===== src/logic/an_regs_pkg.sv =====
package an_regs_pkg;

    // ------------------------------------------------------------
    // register word indices (byte address is four times the index)
    // ------------------------------------------------------------
    localparam logic [11:0] IDX_CONTROL = 12'h4C0;
    localparam logic [11:0] IDX_STATUS = 12'h4C2;
    localparam logic [11:0] IDX_BP_LOW = 12'h4C3;
    localparam logic [11:0] IDX_BP_HIGH = 12'h4C4;

    // ------------------------------------------------------------
    // control word fields
    // ------------------------------------------------------------
    localparam int CTL_BASE_PAGE_BIT = 1;
    localparam int CTL_OVERRIDE_BIT = 5;
    localparam logic [31:0] CTL_WMASK = 32'h0000_0022;
    localparam logic [31:0] CTL_RESET = 32'h0000_0000;

    // ------------------------------------------------------------
    // status word fields
    // ------------------------------------------------------------
    localparam int ST_PAGE_RX_BIT = 1;
    localparam int ST_COMPLETE_BIT = 2;
    localparam int ST_RF_SENT_BIT = 3;
    localparam int ST_RX_IDLE_BIT = 4;
    localparam int ST_ABILITY_BIT = 5;
    localparam int ST_LINK_BIT = 6;
    localparam int ST_LP_ABLE_BIT = 7;
    localparam int ST_FEC_BIT = 8;
    localparam int ST_SEQ_FAIL_BIT = 9;
    localparam int ST_READY_LSB = 12;
    localparam int ST_READY_W = 6;

    // ------------------------------------------------------------
    // base page low and high word / override fields
    // ------------------------------------------------------------
    localparam logic [31:0] BPL_WMASK = 32'h733F_FFFF;
    localparam logic [31:0] BPL_RESET = 32'h0000_0000;
    localparam logic [31:0] BPH_RESET = 32'h0000_0000;
    localparam int BPL_ACK_BIT = 14;
    localparam int BPL_NONCE_LSB = 5;
    localparam int BPL_NONCE_W = 5;
    localparam int OVR_TECH_LSB = 16;
    localparam int OVR_TECH_W = 6;
    localparam int OVR_FEC_LSB = 24;
    localparam int OVR_FEC_W = 2;
    localparam int OVR_PAUSE_LSB = 28;
    localparam int OVR_PAUSE_W = 3;
    localparam int BPH_TECH_LSB = 5;
    localparam int BPH_TECH_W = 25;
    localparam int BPH_NONCE_W = 5;

endpackage : an_regs_pkg


===== src/logic/kr_autoneg_status_basepage_regs.sv =====
// Chosen here: the Wishbone register port.
`timescale 1ns/1ps
`default_nettype none

// Summary of operation
// - page-received bit sets on partner page, clears when status is read
// - complete bit follows negotiation finished level
// - remote-fault-sent bit sets when fault sent, clears on status read
// - receive idle bit follows receive machine idle on non-negotiation data
// - negotiation ability bit is constant one
// - link bit latches link up, clears on status read
// - partner-capable bit follows partner ability level
// - fec bit follows negotiated forward error correction level
// - sequencer failure bit follows sequencer failure level
// - link-ready field is the one-hot resolved technology indication
// - user low word supplies page bits 15, 13:10 and 4:0 when user pages enabled
// - acknowledge and echoed nonce always come from transmit machine
// - pseudo-random page bit 49 always from transmit machine
// - low word 21:16 holds technology override bits
// - low word 25:24 holds fec override bits
// - low word 30:28 holds the three pause override bits
// - overrides apply only while control bit 5 is set
// - high word gives technology bits 45:21 and nonce bits 20:16
// - base-page bit selects user pages or machine-built pages
module kr_autoneg_status_basepage_regs (
    input wire logic clk_i,
    input wire logic rst_i,
    input wire logic ce_i,
    // classic wishbone slave
    input wire logic [31:0] wb_adr_i,
    input wire logic [31:0] wb_dat_i,
    output logic [31:0] wb_dat_o,
    input wire logic [3:0] wb_sel_i,
    input wire logic wb_we_i,
    input wire logic wb_cyc_i,
    input wire logic wb_stb_i,
    output logic wb_ack_o,
    // negotiation engine events and levels
    input wire logic page_received_i,
    input wire logic negotiation_complete_i,
    input wire logic remote_fault_sent_i,
    input wire logic receive_negotiation_idle_i,
    input wire logic link_up_i,
    input wire logic partner_negotiation_capable_i,
    input wire logic fec_negotiated_i,
    input wire logic sequencer_negotiation_failure_i,
    input wire logic [5:0] resolved_link_ready_onehot_i,
    // transmit machine owned page bits
    input wire logic tx_ack_i,
    input wire logic [4:0] tx_echoed_nonce_i,
    input wire logic tx_prbs_i,
    // page and override outputs to the transmit machine
    output logic user_base_page_en_o,
    output logic [49:0] user_base_page_o,
    output logic override_en_o,
    output logic [5:0] advertised_technology_override_o,
    output logic [1:0] advertised_fec_override_o,
    output logic [2:0] advertised_pause_override_o
);

    // ------------------------------------------------------------
    // state
    // ------------------------------------------------------------
    typedef struct packed {
        logic [31:0] control;
        logic [31:0] bp_low;
        logic [31:0] bp_high;
        logic page_rx;
        logic rf_sent;
        logic link;
        logic ack;
        logic [31:0] rdata;
    } state_t;

    state_t state_q;
    state_t state_d;

    // merge write data through byte enables and a writable mask
    function automatic logic [31:0] merge_write(
        input logic [31:0] old_val,
        input logic [31:0] new_val,
        input logic [3:0] sel,
        input logic [31:0] wmask
    );
        logic [31:0] lanes;
        lanes = {{8{sel[3]}}, {8{sel[2]}}, {8{sel[1]}}, {8{sel[0]}}};
        lanes = lanes & wmask;
        return (old_val & ~lanes) | (new_val & lanes);
    endfunction : merge_write

    logic req;
    logic [11:0] word_idx;
    logic [31:0] status_word;

    assign req = wb_cyc_i & wb_stb_i & ~state_q.ack;
    assign word_idx = wb_adr_i[13:2];

    // ------------------------------------------------------------
    // status word assembly
    // ------------------------------------------------------------
    // undriven positions stay zero
    always_comb begin
        status_word = 32'h0000_0000;
        status_word[an_regs_pkg::ST_PAGE_RX_BIT] = state_q.page_rx;
        status_word[an_regs_pkg::ST_COMPLETE_BIT] =
            negotiation_complete_i;
        status_word[an_regs_pkg::ST_RF_SENT_BIT] = state_q.rf_sent;
        status_word[an_regs_pkg::ST_RX_IDLE_BIT] =
            receive_negotiation_idle_i;
        status_word[an_regs_pkg::ST_ABILITY_BIT] = 1'b1;
        status_word[an_regs_pkg::ST_LINK_BIT] = state_q.link;
        status_word[an_regs_pkg::ST_LP_ABLE_BIT] =
            partner_negotiation_capable_i;
        status_word[an_regs_pkg::ST_FEC_BIT] = fec_negotiated_i;
        status_word[an_regs_pkg::ST_SEQ_FAIL_BIT] =
            sequencer_negotiation_failure_i;
        status_word[an_regs_pkg::ST_READY_LSB +: an_regs_pkg::ST_READY_W] =
            resolved_link_ready_onehot_i;
    end

    // ------------------------------------------------------------
    // next state
    // ------------------------------------------------------------
    // sticky bits: an event in the read cycle survives, set beats clear
    always_comb begin
        state_d = state_q;
        state_d.ack = req;
        if (req && !wb_we_i) begin
            unique case (word_idx)
                an_regs_pkg::IDX_CONTROL: state_d.rdata = state_q.control;
                an_regs_pkg::IDX_STATUS: state_d.rdata = status_word;
                an_regs_pkg::IDX_BP_LOW: state_d.rdata = state_q.bp_low;
                an_regs_pkg::IDX_BP_HIGH: state_d.rdata = state_q.bp_high;
                default: state_d.rdata = 32'h0000_0000;
            endcase
        end
        if (req && !wb_we_i && word_idx == an_regs_pkg::IDX_STATUS) begin
            state_d.page_rx = 1'b0;
            state_d.rf_sent = 1'b0;
            state_d.link = 1'b0;
        end
        if (page_received_i) begin
            state_d.page_rx = 1'b1;
        end
        if (remote_fault_sent_i) begin
            state_d.rf_sent = 1'b1;
        end
        if (link_up_i) begin
            state_d.link = 1'b1;
        end
        if (req && wb_we_i) begin
            unique case (word_idx)
                an_regs_pkg::IDX_CONTROL: begin
                    state_d.control = merge_write(state_q.control, wb_dat_i,
                        wb_sel_i, an_regs_pkg::CTL_WMASK);
                end
                an_regs_pkg::IDX_BP_LOW: begin
                    state_d.bp_low = merge_write(state_q.bp_low, wb_dat_i,
                        wb_sel_i, an_regs_pkg::BPL_WMASK);
                end
                an_regs_pkg::IDX_BP_HIGH: begin
                    state_d.bp_high = merge_write(state_q.bp_high, wb_dat_i,
                        wb_sel_i, 32'hFFFF_FFFF);
                end
                default: begin
                    state_d.rdata = state_q.rdata; // unmapped write dropped
                end
            endcase
        end
    end

    // ------------------------------------------------------------
    // registers
    // ------------------------------------------------------------
    always_ff @(posedge clk_i) begin
        if (rst_i) begin
            state_q.control <= an_regs_pkg::CTL_RESET;
            state_q.bp_low <= an_regs_pkg::BPL_RESET;
            state_q.bp_high <= an_regs_pkg::BPH_RESET;
            state_q.page_rx <= 1'b0;
            state_q.rf_sent <= 1'b0;
            state_q.link <= 1'b0;
            state_q.ack <= 1'b0;
            state_q.rdata <= 32'h0000_0000;
        end else if (ce_i) begin
            state_q <= state_d;
        end
    end

    // ------------------------------------------------------------
    // outputs
    // ------------------------------------------------------------
    assign wb_ack_o = state_q.ack;
    assign wb_dat_o = state_q.rdata;

    // selects user words versus machine-built page
    assign user_base_page_en_o =
        state_q.control[an_regs_pkg::CTL_BASE_PAGE_BIT];

    // page bits 45:16 from the high word bit 49 from machine
    // upper bits 48:46 come from no user word, so they stay zero
    always_comb begin
        user_base_page_o = 50'h0;
        user_base_page_o[15:0] = state_q.bp_low[15:0];
        user_base_page_o[an_regs_pkg::BPL_ACK_BIT] = tx_ack_i;
        user_base_page_o[an_regs_pkg::BPL_NONCE_LSB +:
            an_regs_pkg::BPL_NONCE_W] = tx_echoed_nonce_i;
        user_base_page_o[20:16] =
            state_q.bp_high[an_regs_pkg::BPH_NONCE_W-1:0];
        user_base_page_o[45:21] = state_q.bp_high[an_regs_pkg::BPH_TECH_LSB
            +: an_regs_pkg::BPH_TECH_W];
        user_base_page_o[49] = tx_prbs_i;
    end

    // overrides gated by control bit 5; sequencer restart is software's
    assign override_en_o =
        state_q.control[an_regs_pkg::CTL_OVERRIDE_BIT];
    assign advertised_technology_override_o = override_en_o ?
        state_q.bp_low[an_regs_pkg::OVR_TECH_LSB +: an_regs_pkg::OVR_TECH_W]
        : 6'h00;
    assign advertised_fec_override_o = override_en_o ?
        state_q.bp_low[an_regs_pkg::OVR_FEC_LSB +: an_regs_pkg::OVR_FEC_W]
        : 2'h0;
    assign advertised_pause_override_o = override_en_o ?
        state_q.bp_low[an_regs_pkg::OVR_PAUSE_LSB +: an_regs_pkg::OVR_PAUSE_W]
        : 3'h0;

endmodule : kr_autoneg_status_basepage_regs

`default_nettype wire


===== config.mk =====
export PLATFORM = sky130hd
export DESIGN_NAME = kr_autoneg_status_basepage_regs
export DESIGN_NICKNAME = d
export VERILOG_FILES = /design/src/logic/an_regs_pkg.sv /design/src/logic/kr_autoneg_status_basepage_regs.sv
export SDC_FILE = /design/constraint.sdc
export NUM_CORES = 1
export LEC_CHECK = 0
export CORE_MARGIN = 2
export CORE_UTILIZATION = 50
export DETAILED_ROUTE_END_ITERATION = 12
export DONT_BUFFER_PORTS = 1
export GPL_TIMING_DRIVEN = 0
export HOLD_SLACK_MARGIN = 0.05
export PLACE_DENSITY = 0.64
export SYNTH_ARGS = -nofsm -noshare
export SYNTH_HDL_FRONTEND = slang
export SYNTH_SLANG_ARGS = --single-unit

===== constraint.sdc =====
create_clock -name clk_i -period 2.2 [get_ports clk_i]
set_input_delay 0.55 -clock clk_i [delete_from_list [all_inputs] [get_ports clk_i]]
set_output_delay 0.55 -clock clk_i [all_outputs]
set_load 0.005 [all_outputs]

### Yosys cells after proc, flatten, opt, wreduce, memory -nomap -nowiden

Index checks and enable logic that the tools add are counted.
Widths: inputs -> output; s select.

* register bits: 132
* input port bits: 95
* logic and storage cells: 54

* equal/unequal tests: 5
* multiplexer cells: 11
* bitwise gates (word level): 15
* reductions and logical operators: 15

Operator list (number)
* $and 32x32->32: 4
* $pmux 32 s4: 1
* $mux 32: 3
* $or 32x32->32: 3
* $eq 12x11->1 const B: 4
* $and 32x31->32: 1
* $and 32x6->32: 1
* $not 31->32: 1
* $not 32->32: 1
* $not 6->32: 1
* $reduce_and 3->1: 3
* $reduce_and 2->1: 4
* $mux 3: 2
* $mux 6: 1
* $reduce_bool 2->1: 3
* $logic_and 1x1->1: 3
* $mux 1: 3
* $reduce_or 3->1: 1
* $and 1x1->1: 2
* $mux 2: 1
* $ne 2x2->1 const B: 1
* $logic_not 1->1: 1
* $not 1->1: 1

### Logic depth before layout (Yosys ltp)

Gate-level depths: netlist of the first run.

* word-level depth: 6
* mapped depth: 7

### Worst setup path after synthesis of the first run

OpenSTA, ideal clock, no wires.

* path type: input port to flip-flop
* start: input ce_i
* end: register with a tool-made name
* setup time: 132 ps
* arrival time: 1756 ps
* data required time: 2068 ps
* path slack: 312 ps
* stages on the path: 7
* path through: buf_6 -> nand4b_4 -> or4_4 -> buf_6 -> buf_6 -> o21ai_1 -> a21oi_1

RTL lines
* start: declaration: RTL line kr_autoneg_status_basepage_regs.sv:28 `input wire logic ce_i,`

==> summary.md, run 1 <==
| Metric | Value |
|---|---|
| Core Box Area | `0.00959 sq mm` |
| Root buf cell | `clkbuf_8` |
| Cells after Synth | `558` |
| Max clock buf depth | `2` |
| Final HPWL DP | `10.6 mm` |
| DR vias/cell | `6.04` |
| Routed vias | `4,281` |
| Hold Path Class | `input pin to register` |
| Reg2Reg Depth | `4` |
| Die Y | `103 um` |
| Setup bufs post-CTS | `0` |
| Commonest cells after routing, fill and taps aside | `dfxtp_1, buf_4, a21oi_1, nand4_1, o21ai_0` |
| Setup_tns | `0 ps` |
| Leading area contributor after synthesis | `dfxtp_1` |
| Seq pwr share | `55.9%` |
| Critical Path Sink | `advertised_technology_override_o[0]` |
| Largest net degree at the start of global routing | `17` |
| Latest clock arrival within the worst-skew pair | `380 ps` |
| First-pass GRT wire length | `21.7 mm` |
| CP startpoint kind | `register` |
| Crit-path max cell delay | `480 ps` |
| CTS resizes | `0` |
| Status | `completed` |
| WL final | `14.7 mm` |
| Antenna diodes | `0` |
| Cell family with most CP delay | `flip-flops` |
| Required time of the worst setup path | `1650 ps` |
| CTS tree | `built` |
| Leak | `1.90 nW` |
| Global route total overflow | `0` |
| CP Class | `register to output port` |
| Clk network pwr share | `38.5%` |
| Area fraction of the dominant cell type after synthesis | `39.9%` |
| Slew margin rel. | `46.6%` |
| Fmax | `496 MHz` |
| Core Rows | `36` |
| Worst path depth | `2` |
| Layout cells sized above 1 | `21.4%` |
| Synth warn | `0` |
| Vias in the first global route | `3,955` |
| I/O Buffers | `0` |
| CP Cell Sequence | `clkbuf_1, and2_1` |
| Worst setup EP type | `output port` |
| Slowest CP cell | `dfxtp_1` |
| Iteration count of the initial detailed-routing pass | `6` |
| Seq/Total Area, Yosys | `39.9%` |
| Sw Share | `24.6%` |
| # DRC | `0` |
| Final net count | `666` |
| Ratio of final minimum period to clock period | `91.6%` |
| Flops & latches, synth | `97` |
| Buf/Inv on CP | `1` |
| Final Max Slew Viols | `0` |
| Avg Cell Area, Syn | `8.73 sq um` |
| IO Pins | `191` |
| Final Hold Fails | `0` |
| Initial antenna violation count | `0` |
| GPL Wtd Cong | `0.860` |
| Routed wire per std cell | `20.7 um` |
| Cell area after synthesis | `0.00487 sq mm` |
| Worst-Margin Slew | `794 ps` |
| CTS Buf Count | `9` |
| Setup violators final | `0` |
| MaxCap Viol Count | `0` |
| RSZ-0062 raised after global routing | `no` |
| CP arrival | `1460 ps` |
| Initial DRC Count | `245` |
| Full die area | `0.0105 sq mm` |
| Final WS setup | `185 ps` |
| Area contributors post-synth | `dfxtp_1, buf_4, nand4_1` |
| Clock Sinks | `97` |
| Clock Skew | `6.86 ps` |
| Overall Global Routing Usage | `27.2%` |
| Post-DRT Antenna Nets | `0` |
| H-tree depth | `3` |
| Critical Path Fanout Max | `10` |
| Cell variety after synth | `36` |
| Clk slew on worst S/H paths | `100 ps` |
| R2r startpoint | `wb_ack_o` |
| Net Switching | `0.775 mW` |
| Layout area overhead | `7.79%` |
| R2R setup slack | `300 ps` |
| Starting density of the core | `50.8%` |
| Crit path time final | `2010 ps` |
| Combinational share of power | `5.6%` |
| Pre-CTS WS | `35.6 ps` |
| Power Density | `600 mW/mm^2` |
| Die W | `103 um` |
| Most common library cell in the layout ignoring fill and taps | `dfxtp_1` |
| P_int | `2.37 mW` |
| Hold_sp | `wb_dat_i[23]` |
| Peak supply drop | `262 uV` |
| Hold_buf cts | `0` |
worst reg2reg max path: stages (launching register included):
cell and delay (ps):
dfxtp_1 350, nand4b_4 230, nor4_1 690, nand4_1 330, mux2i_1 190
per-layer routing:
layer  up-vias  wire length (um)  global-route usage, %
li1       2001                 -                      -
met1      2062              6250                   36.6
met2       197              6800                   42.6
met3        21              1350                   6.31
met4         0               277                   9.95
met5         -                 0                      0
synthesized netlist by cell type, drive strengths merged:
cell and count:
mux2i 15, a211oi 3, a22oi 13, or4 1, nor3b 2, a31oi 1
nand2b 7, nand4bb 2, and2 12, o21bai 1, nand4b 1, nor4 3
nor2b 2, and3b 1, dfxtp 97, a22o 6, a311oi 3, nand4 64
buf 101, nand3 4, mux2 1, nor2 17, clkbuf 31, conb 1
inv 3, and3 1, a21oi 76, a2bb2oi 1, o2bb2ai 27, nand3b 1
and4bb 1, o21ai 59
power by group through the flow:
stage | Combinational (mW) | Clock (mW) | Sequential [mW]
after global routing | 0.189 | 1.30 | 1.76
after floorplan | 0.127 | 0 | 1.80
final | 0.176 | 1.21 | 1.76
after detailed placement | 0.173 | 0 | 1.80
after global placement | 0.172 | 0 | 1.80
after CTS | 0.174 | 1.22 | 1.76
through the flow:
step	power [mW]	instance area [sq um]	cells	util [%]	hold slack (ps)
3_3_place_gp	1.97	5040	693	52.6	446
5_1_grt	3.25	5250	709	54.7	307
3_5_place_dp	1.98	5040	693	52.6	451
4_1_cts	3.15	5250	709	54.7	314
2_1_floorplan	1.93	4880	560	-	434
6_report	3.15	5250	709	54.7	314
logic make-up (layout without fill, tap and decap cells):
group                  Yosys count  in the layout  share of synthesized area [%]
buffers and inverters          135            151                           17.7
other                            1              3                         0.0770
AOI/OAI and AO/OA              190            190                           23.3
and+or+nand+nor                119            119                           15.7
muxes                           16             16                           3.31
DFF                             97             97                           39.9
layout make-up:
type,instances,area [sq um]
buffer,132,851
clock inverter,6,67.6
multi-input combinational,328,2070
sequential,97,1940
clock buffer,10,138
fill,928,4350
inverter,3,11.3
tap,133,166
worst min path at each step:
stage,endpoint,cells past startpoint
global route,register,2
finish,register,2
floorplan,wb_dat_o[0],1
detailed placement,wb_dat_o[21],1
global placement,wb_dat_o[31],1
CTS,register,2
Power figures use the tool's default switching activity.
==> run 2: changes to the inputs <==
Settings changed: ABC_AREA set to 1.
==> summary.md, run 2 <==
| Metric | Value |
|---|---|
| Status | `completed` |
| Area contributors post-synth | `dfxtp_1, buf_4, nor2_1` |
| Area fraction of the dominant cell type after synthesis | `38.9% (-0.97 points)` |
| Final net count | `783 (+18%)` |
| Full die area | `0.0108 sq mm (+2.4%)` |
| Seq/Total Area, Yosys | `38.9% (-0.97 points)` |
| Hold Crit Depth | `2 (unchanged)` |
| Layout cells sized above 1 | `21.3% (-0.081 points)` |
| R2r startpoint | `wb_ack_o` |
| CTS resizes | `0 (unchanged)` |
| Die Y | `104 um (+1.2%)` |
| Setup_tns | `0 ps (unchanged)` |
| Routed vias | `4,199 (-1.9%)` |
| I/O Buffers | `0 (unchanged)` |
| WL final | `12.7 mm (-14%)` |
| Hold_buf cts | `0 (unchanged)` |
| Hold_sp | `wb_dat_i[1]` |
| Flops & latches, synth | `97 (unchanged)` |
| Cell area after synthesis | `0.00499 sq mm (+2.5%)` |
| First-pass GRT wire length | `20.0 mm (-7.8%)` |
| Ratio of final minimum period to clock period | `90.7% (-0.92 points)` |
| CP arrival | `1440 ps (-20 ps)` |
| Clock Sinks | `97 (unchanged)` |
| Leading area contributor after synthesis | `dfxtp_1` |
| Largest net degree at the start of global routing | `16 (-1)` |
| Cells after Synth | `675 (+21%)` |
| Peak supply drop | `256 uV (-2.3%)` |
| Reg2Reg Depth | `6 (+2)` |
| Latest clock arrival within the worst-skew pair | `360 ps (-20 ps)` |
| Post-Layout Cell Count | `824 (+16%)` |
| Fmax | `501 MHz (+1.0%)` |
| Max clock buf depth | `2 (unchanged)` |
| CP Class | `register to output port` |
| Root buf cell | `clkbuf_8` |
| Synth warn | `0 (unchanged)` |
| H-tree depth | `3 (unchanged)` |
| Commonest cells after routing, fill and taps aside | `nor2_1, nand2_1, dfxtp_1, buf_4, nand3_1` |
| Core Box Area | `0.00973 sq mm (+1.4%)` |
| Most frequent cell after synthesis | `nor2_1` |
| Avg Cell Area, Syn | `7.39 sq um (-15%)` |
| Setup bufs post-CTS | `0 (unchanged)` |
| Clk slew on worst S/H paths | `90 ps (about the same)` |
| Iteration count of the initial detailed-routing pass | `5 (-1)` |
| Starting density of the core | `51.3% (+0.54 points)` |
| CP startpoint kind | `register` |
| Die W | `104 um (+1.2%)` |
| Leak | `2.32 nW (+22%)` |
| Core Rows | `36 (unchanged)` |
| FF+latch area | `0.00194 sq mm (unchanged)` |
| Clock Skew | `16.0 ps (+9.12 ps)` |
| MaxCap Viol Count | `0 (unchanged)` |
| Hold Path Class | `input pin to register` |
| Antenna diodes | `0 (unchanged)` |
| GPL Wtd Cong | `0.811 (-5.7%)` |
| CTS tree | `built` |
| Final Hold Fails | `0 (unchanged)` |
| DR vias/cell | `5.10 (-16%)` |
| Fill cells | `1,003 (+8.1%)` |
| Critical Path Fanout Max | `10 (unchanged)` |
| Cell variety after synth | `30 (-17%)` |
| Predominant post-synthesis flop cell | `dfxtp_1` |
| Post-synth EDFFs | `0 (unchanged)` |
| Worst setup EP type | `output port` |
| Power Density | `584 mW/mm^2 (-2.6%)` |
| Final HPWL DP | `9.69 mm (-8.9%)` |
| Reg2reg end | `wb_dat_o[2]` |
| # DRC | `0 (unchanged)` |
| Slew margin rel. | `57.4% (+11 points)` |
| Synth top cells by count | `nor2_1, nand2_1, dfxtp_1` |
| Routed wire per std cell | `15.4 um (-26%)` |
| CTS Buf Count | `9 (unchanged)` |
| Async SR Flop Fraction | `0% (unchanged)` |
| Crit path time final | `1990 ps (-20.3 ps)` |
| Final Max Slew Viols | `0 (unchanged)` |
| Initial DRC Count | `234 (-4.5%)` |
| Most common library cell in the layout ignoring fill and taps | `nor2_1` |
| Post-DRT Antenna Nets | `0 (unchanged)` |
| RSZ-0062 raised after global routing | `no` |
| Required time of the worst setup path | `1650 ps (about the same)` |
| Layout area overhead | `7.62%` |
| Vias in the first global route | `3,968 (+0.33%)` |
| Total placed cells including tap cells | `810 (+17%)` |
| Initial antenna violation count | `0 (unchanged)` |
| Global route total overflow | `0 (unchanged)` |
| IO Pins | `191 (unchanged)` |
| Overall Global Routing Usage | `23.2% (-3.9 points)` |
| R2R setup slack | `500 ps (+200 ps)` |
| Setup violators final | `0 (unchanged)` |
| Footprint of the multi-input gates | `0.00215 sq mm (+3.7%)` |
| Worst-Margin Slew | `640 ps (-155 ps)` |
-- run 2: cell count changes after synthesis, moves of 25 or more --
cell	change
a21oi_1	-35
inv_1	+25
nand2_1	+109
nand3_1	+62
nand4_1	-63
nor2_1	+95
o2bb2ai_1	-27
-- run 2: critical path, cell delays in order, from the launching register on --
cell      delay, ps
dfxtp_1         450
clkbuf_1        400
nand2_1         140
inv_1           100
-- run 2: layer usage --
layer  vias to the layer above  part of all wire, %  global-route usage, %
li1                       2117                    -                      -
met1                      1896                   44                   31.0
met2                       168                   45                   36.6
met4                         0                  1.6                   7.14
met3                        18                  8.9                   6.64
met5                         -                    0                      0
-- run 2: cell type report --
| class | count | area share (%) |
|---|---|---|
| Clock buffer | 9 | 2.31 |
| Multi-Input combinational cell | 434 | 40.0 |
| Sequential cell | 97 | 36.2 |
| Inverter | 36 | 2.68 |
| Buffer | 110 | 14.2 |
| Clock inverter | 5 | 1.54 |
| Tap cell | 133 | 3.10 |
-- run 2: cell families (layout without fill, tap and decap cells) --
logic type | after synthesis | count (layout) | share of synthesized area [%]
AO/OA/AOI/OAI | 112 | 112 | 11.3
buffers and inverters | 146 | 160 | 18.1
flip-flops | 97 | 97 | 38.9
other | 1 | 3 | 0.0751
AND/OR/NAND/NOR | 319 | 319 | 31.6
-- run 2: power breakdown --
part / switching, mW / leakage, nW / internal, mW / total [mW]
Combinational: 0.0981 / 1.45 / 0.0430 / 0.141
Clock: 0.608 / 0.0934 / 0.628 / 1.24
Sequential: 0.00365 / 0.782 / 1.76 / 1.76
Total: 0.710 / 2.32 / 2.43 / 3.14
-- run 2: worst max-delay path by stage --
stage | end | startpoint | slack [ps] | cells after the start
2_1_floorplan | register | wb_adr_i[7] | 570 | 9
3_3_place_gp | wb_dat_o[2] | wb_we_i | 250 | 6
3_5_place_dp | wb_dat_o[0] | wb_cyc_i | 220 | 7
4_1_cts | advertised_pause_override_o[0] | register | 180 | 3
5_1_grt | advertised_pause_override_o[0] | register | 120 | 3
6_report | advertised_pause_override_o[0] | register | 210 | 3
-- run 2: through the flow --
step                      hold slack [ps]  setup slack (ps)  power (mW)  area, sq um  utilization (%)
after detailed placement              456               224        1.94         5160             53.1
after global routing                  324               124        3.25         5370             55.2
final                                 333               206        3.14         5370             55.2
after global placement                438               253        1.94         5160             53.1
after CTS                             323               183        3.17         5370             55.2
after floorplan                       428               566        1.91         5000                -
==> run 3: changes to the inputs <==
Clock period 2.2 ns to 2 ns, I/O delays scaled along.
==> summary.md, run 3 (synthesized netlist as in run 2, its figures left out) <==
| Metric | Value |
|---|---|
| Status | `completed` |
| Antenna diodes | `0 (unchanged)` |
| Iteration count of the initial detailed-routing pass | `5 (unchanged)` |
| GPL Wtd Cong | `0.811 (unchanged)` |
| H-tree depth | `3 (unchanged)` |
| CP Class | `register to output port` |
| Root buf cell | `clkbuf_8` |
| Critical Path Fanout Max | `10 (unchanged)` |
| IO Pins | `191 (unchanged)` |
| Clk slew on worst S/H paths | `90 ps (about the same)` |
| Core Box Area | `0.00973 sq mm (unchanged)` |
| Post-DRT Antenna Nets | `0 (unchanged)` |
| Layout cells sized above 1 | `21.4% (+0.14 points)` |
| Most common library cell in the layout ignoring fill and taps | `nor2_1` |
| WL final | `12.6 mm (-0.21%)` |
| Crit-path max cell delay | `460 ps (about the same)` |
| Final HPWL DP | `9.69 mm (unchanged)` |
| Setup violators final | `0 (unchanged)` |
| CP startpoint kind | `register` |
| Clock Skew | `15.8 ps (-0.134 ps)` |
| Fin util | `55.2% (about the same)` |
| Commonest cells after routing, fill and taps aside | `nor2_1, nand2_1, dfxtp_1, buf_4, nand3_1` |
| CP Cell Sequence | `clkbuf_2, nand2_1, inv_1` |
| Final net count | `783 (unchanged)` |
| Core Rows | `36 (unchanged)` |
| Final Max Slew Viols | `0 (unchanged)` |
| CP arrival | `1280 ps (-160 ps)` |
| Ratio of final minimum period to clock period | `89.2%` |
| Footprint of the multi-input gates | `0.00215 sq mm (unchanged)` |
| # DRC | `0 (unchanged)` |
| Power Density | `643 mW/mm^2 (+10%)` |
| CTS tree | `built` |
| Vias in the first global route | `3,968 (unchanged)` |
| Overall Global Routing Usage | `23.2% (unchanged)` |
| Required time of the worst setup path | `1500 ps (-150 ps)` |
| Initial DRC Count | `215 (-8.1%)` |
| Max clock buf depth | `2 (unchanged)` |
| FF+latch area | `0.00194 sq mm (unchanged)` |
| Largest net degree at the start of global routing | `16 (unchanged)` |
| Buf/Inv on CP | `2 (unchanged)` |
| Die W | `104 um (unchanged)` |
| DR vias/cell | `5.08 (-0.38%)` |
| RSZ-0062 raised after global routing | `no` |
| Leak | `2.33 nW (+0.15%)` |
| Crit path time final | `1780 ps` |
| Peak supply drop | `281 uV (+10%)` |
| Slew margin rel. | `58.7% (+1.4 points)` |
| Hold Path Class | `input pin to register` |
| Fmax | `561 MHz` |
| Setup_tns | `0 ps (unchanged)` |
| First-pass GRT wire length | `20.0 mm (unchanged)` |
| Routed vias | `4,183 (-0.38%)` |
| Overall power | `3.45 mW (+10%)` |
| Worst-Margin Slew | `619 ps (-20.7 ps)` |
| MaxCap Viol Count | `0 (unchanged)` |
| Hold_buf cts | `0 (unchanged)` |
| Pre-CTS WS | `74.3 ps (-150 ps)` |
| I/O Buffers | `0 (unchanged)` |
| Slowest CP cell | `dfxtp_1` |
| Clock Sinks | `97 (unchanged)` |
| Final Hold Fails | `0 (unchanged)` |
| Hold Worst Slack | `283 ps (-49.2 ps)` |
| Full die area | `0.0108 sq mm (unchanged)` |
| Initial antenna violation count | `0 (unchanged)` |
| CTS resizes | `0 (unchanged)` |
| Layout area overhead | `7.65% (about the same)` |
| Routed wire per std cell | `15.3 um (-0.21%)` |
| Setup bufs post-CTS | `0 (unchanged)` |
| Final WS setup | `217 ps (+11.4 ps)` |
| Cell family with most CP delay | `flip-flops` |
| Fill cells | `1,002 (-0.10%)` |
| Global route total overflow | `0 (unchanged)` |
| Starting density of the core | `51.3% (unchanged)` |
| CTS Buf Count | `9 (unchanged)` |
| Die Y | `104 um (unchanged)` |
| Latest clock arrival within the worst-skew pair | `360 ps (about the same)` |
| Worst setup EP type | `output port` |
-- run 3: cell types whose count changed in the layout (fill, tap and decap cells not counted) --
| cell | previous run | this run |
|---|---|---|
| clkbuf_1 | 14 | 13 |
| clkbuf_2 | 0 | 1 |
-- run 3: worst paths after layout --
| check | from | endpoint | slack (ps) | depth (start not counted) |
|---|---|---|---|---|
| worst max-delay path | register | advertised_pause_override_o[0] | 220 | 3 |
| worst min-delay path | wb_dat_i[1] | register | 280 | 2 |
| worst max register to register | wb_ack_o | wb_dat_o[2] | 300 | 6 |
| worst min register to register | wb_dat_o[13] | wb_dat_o[13] | 470 | 2 |
-- run 3: area by class of cell --
cell class	count	area share [%]
buffer	110	14.2
clock buffer	9	2.31
clock inverter	5	1.54
inverter	36	2.68
multi-input combinational	434	40.0
sequential	97	36.1
tap	133	3.10
-- run 3: routing by layer --
layer	GRT usage, %	routed length [um]	vias up
li1	-	-	2117
met1	31.0	5600	1878
met2	36.6	5700	170
met3	6.64	1130	18
met4	7.14	201	0
met5	0	0	-
-- run 3: worst reg2reg max path: cells and delay by family (launching register included) --
| family | cells | cell delay (ps) |
|---|---|---|
| buf+inv | 2 | 550 |
| compound gates | 1 | 130 |
| flops | 1 | 350 |
| simple gates | 3 | 590 |
-- run 3: stage by stage --
step | cell area [sq um] | std cells
floorplan | 5000 | 677
global placement | 5160 | 810
detailed placement | 5160 | 810
CTS | 5370 | 824
global route | 5370 | 824
finish | 5370 | 824
-- run 3: where the power goes --
group	leakage, nW	internal [mW]	switching (mW)
clock network	0.0934	0.691	0.669
logic	1.45	0.0473	0.107
registers	0.782	1.93	0.00400
total	2.33	2.67	0.780
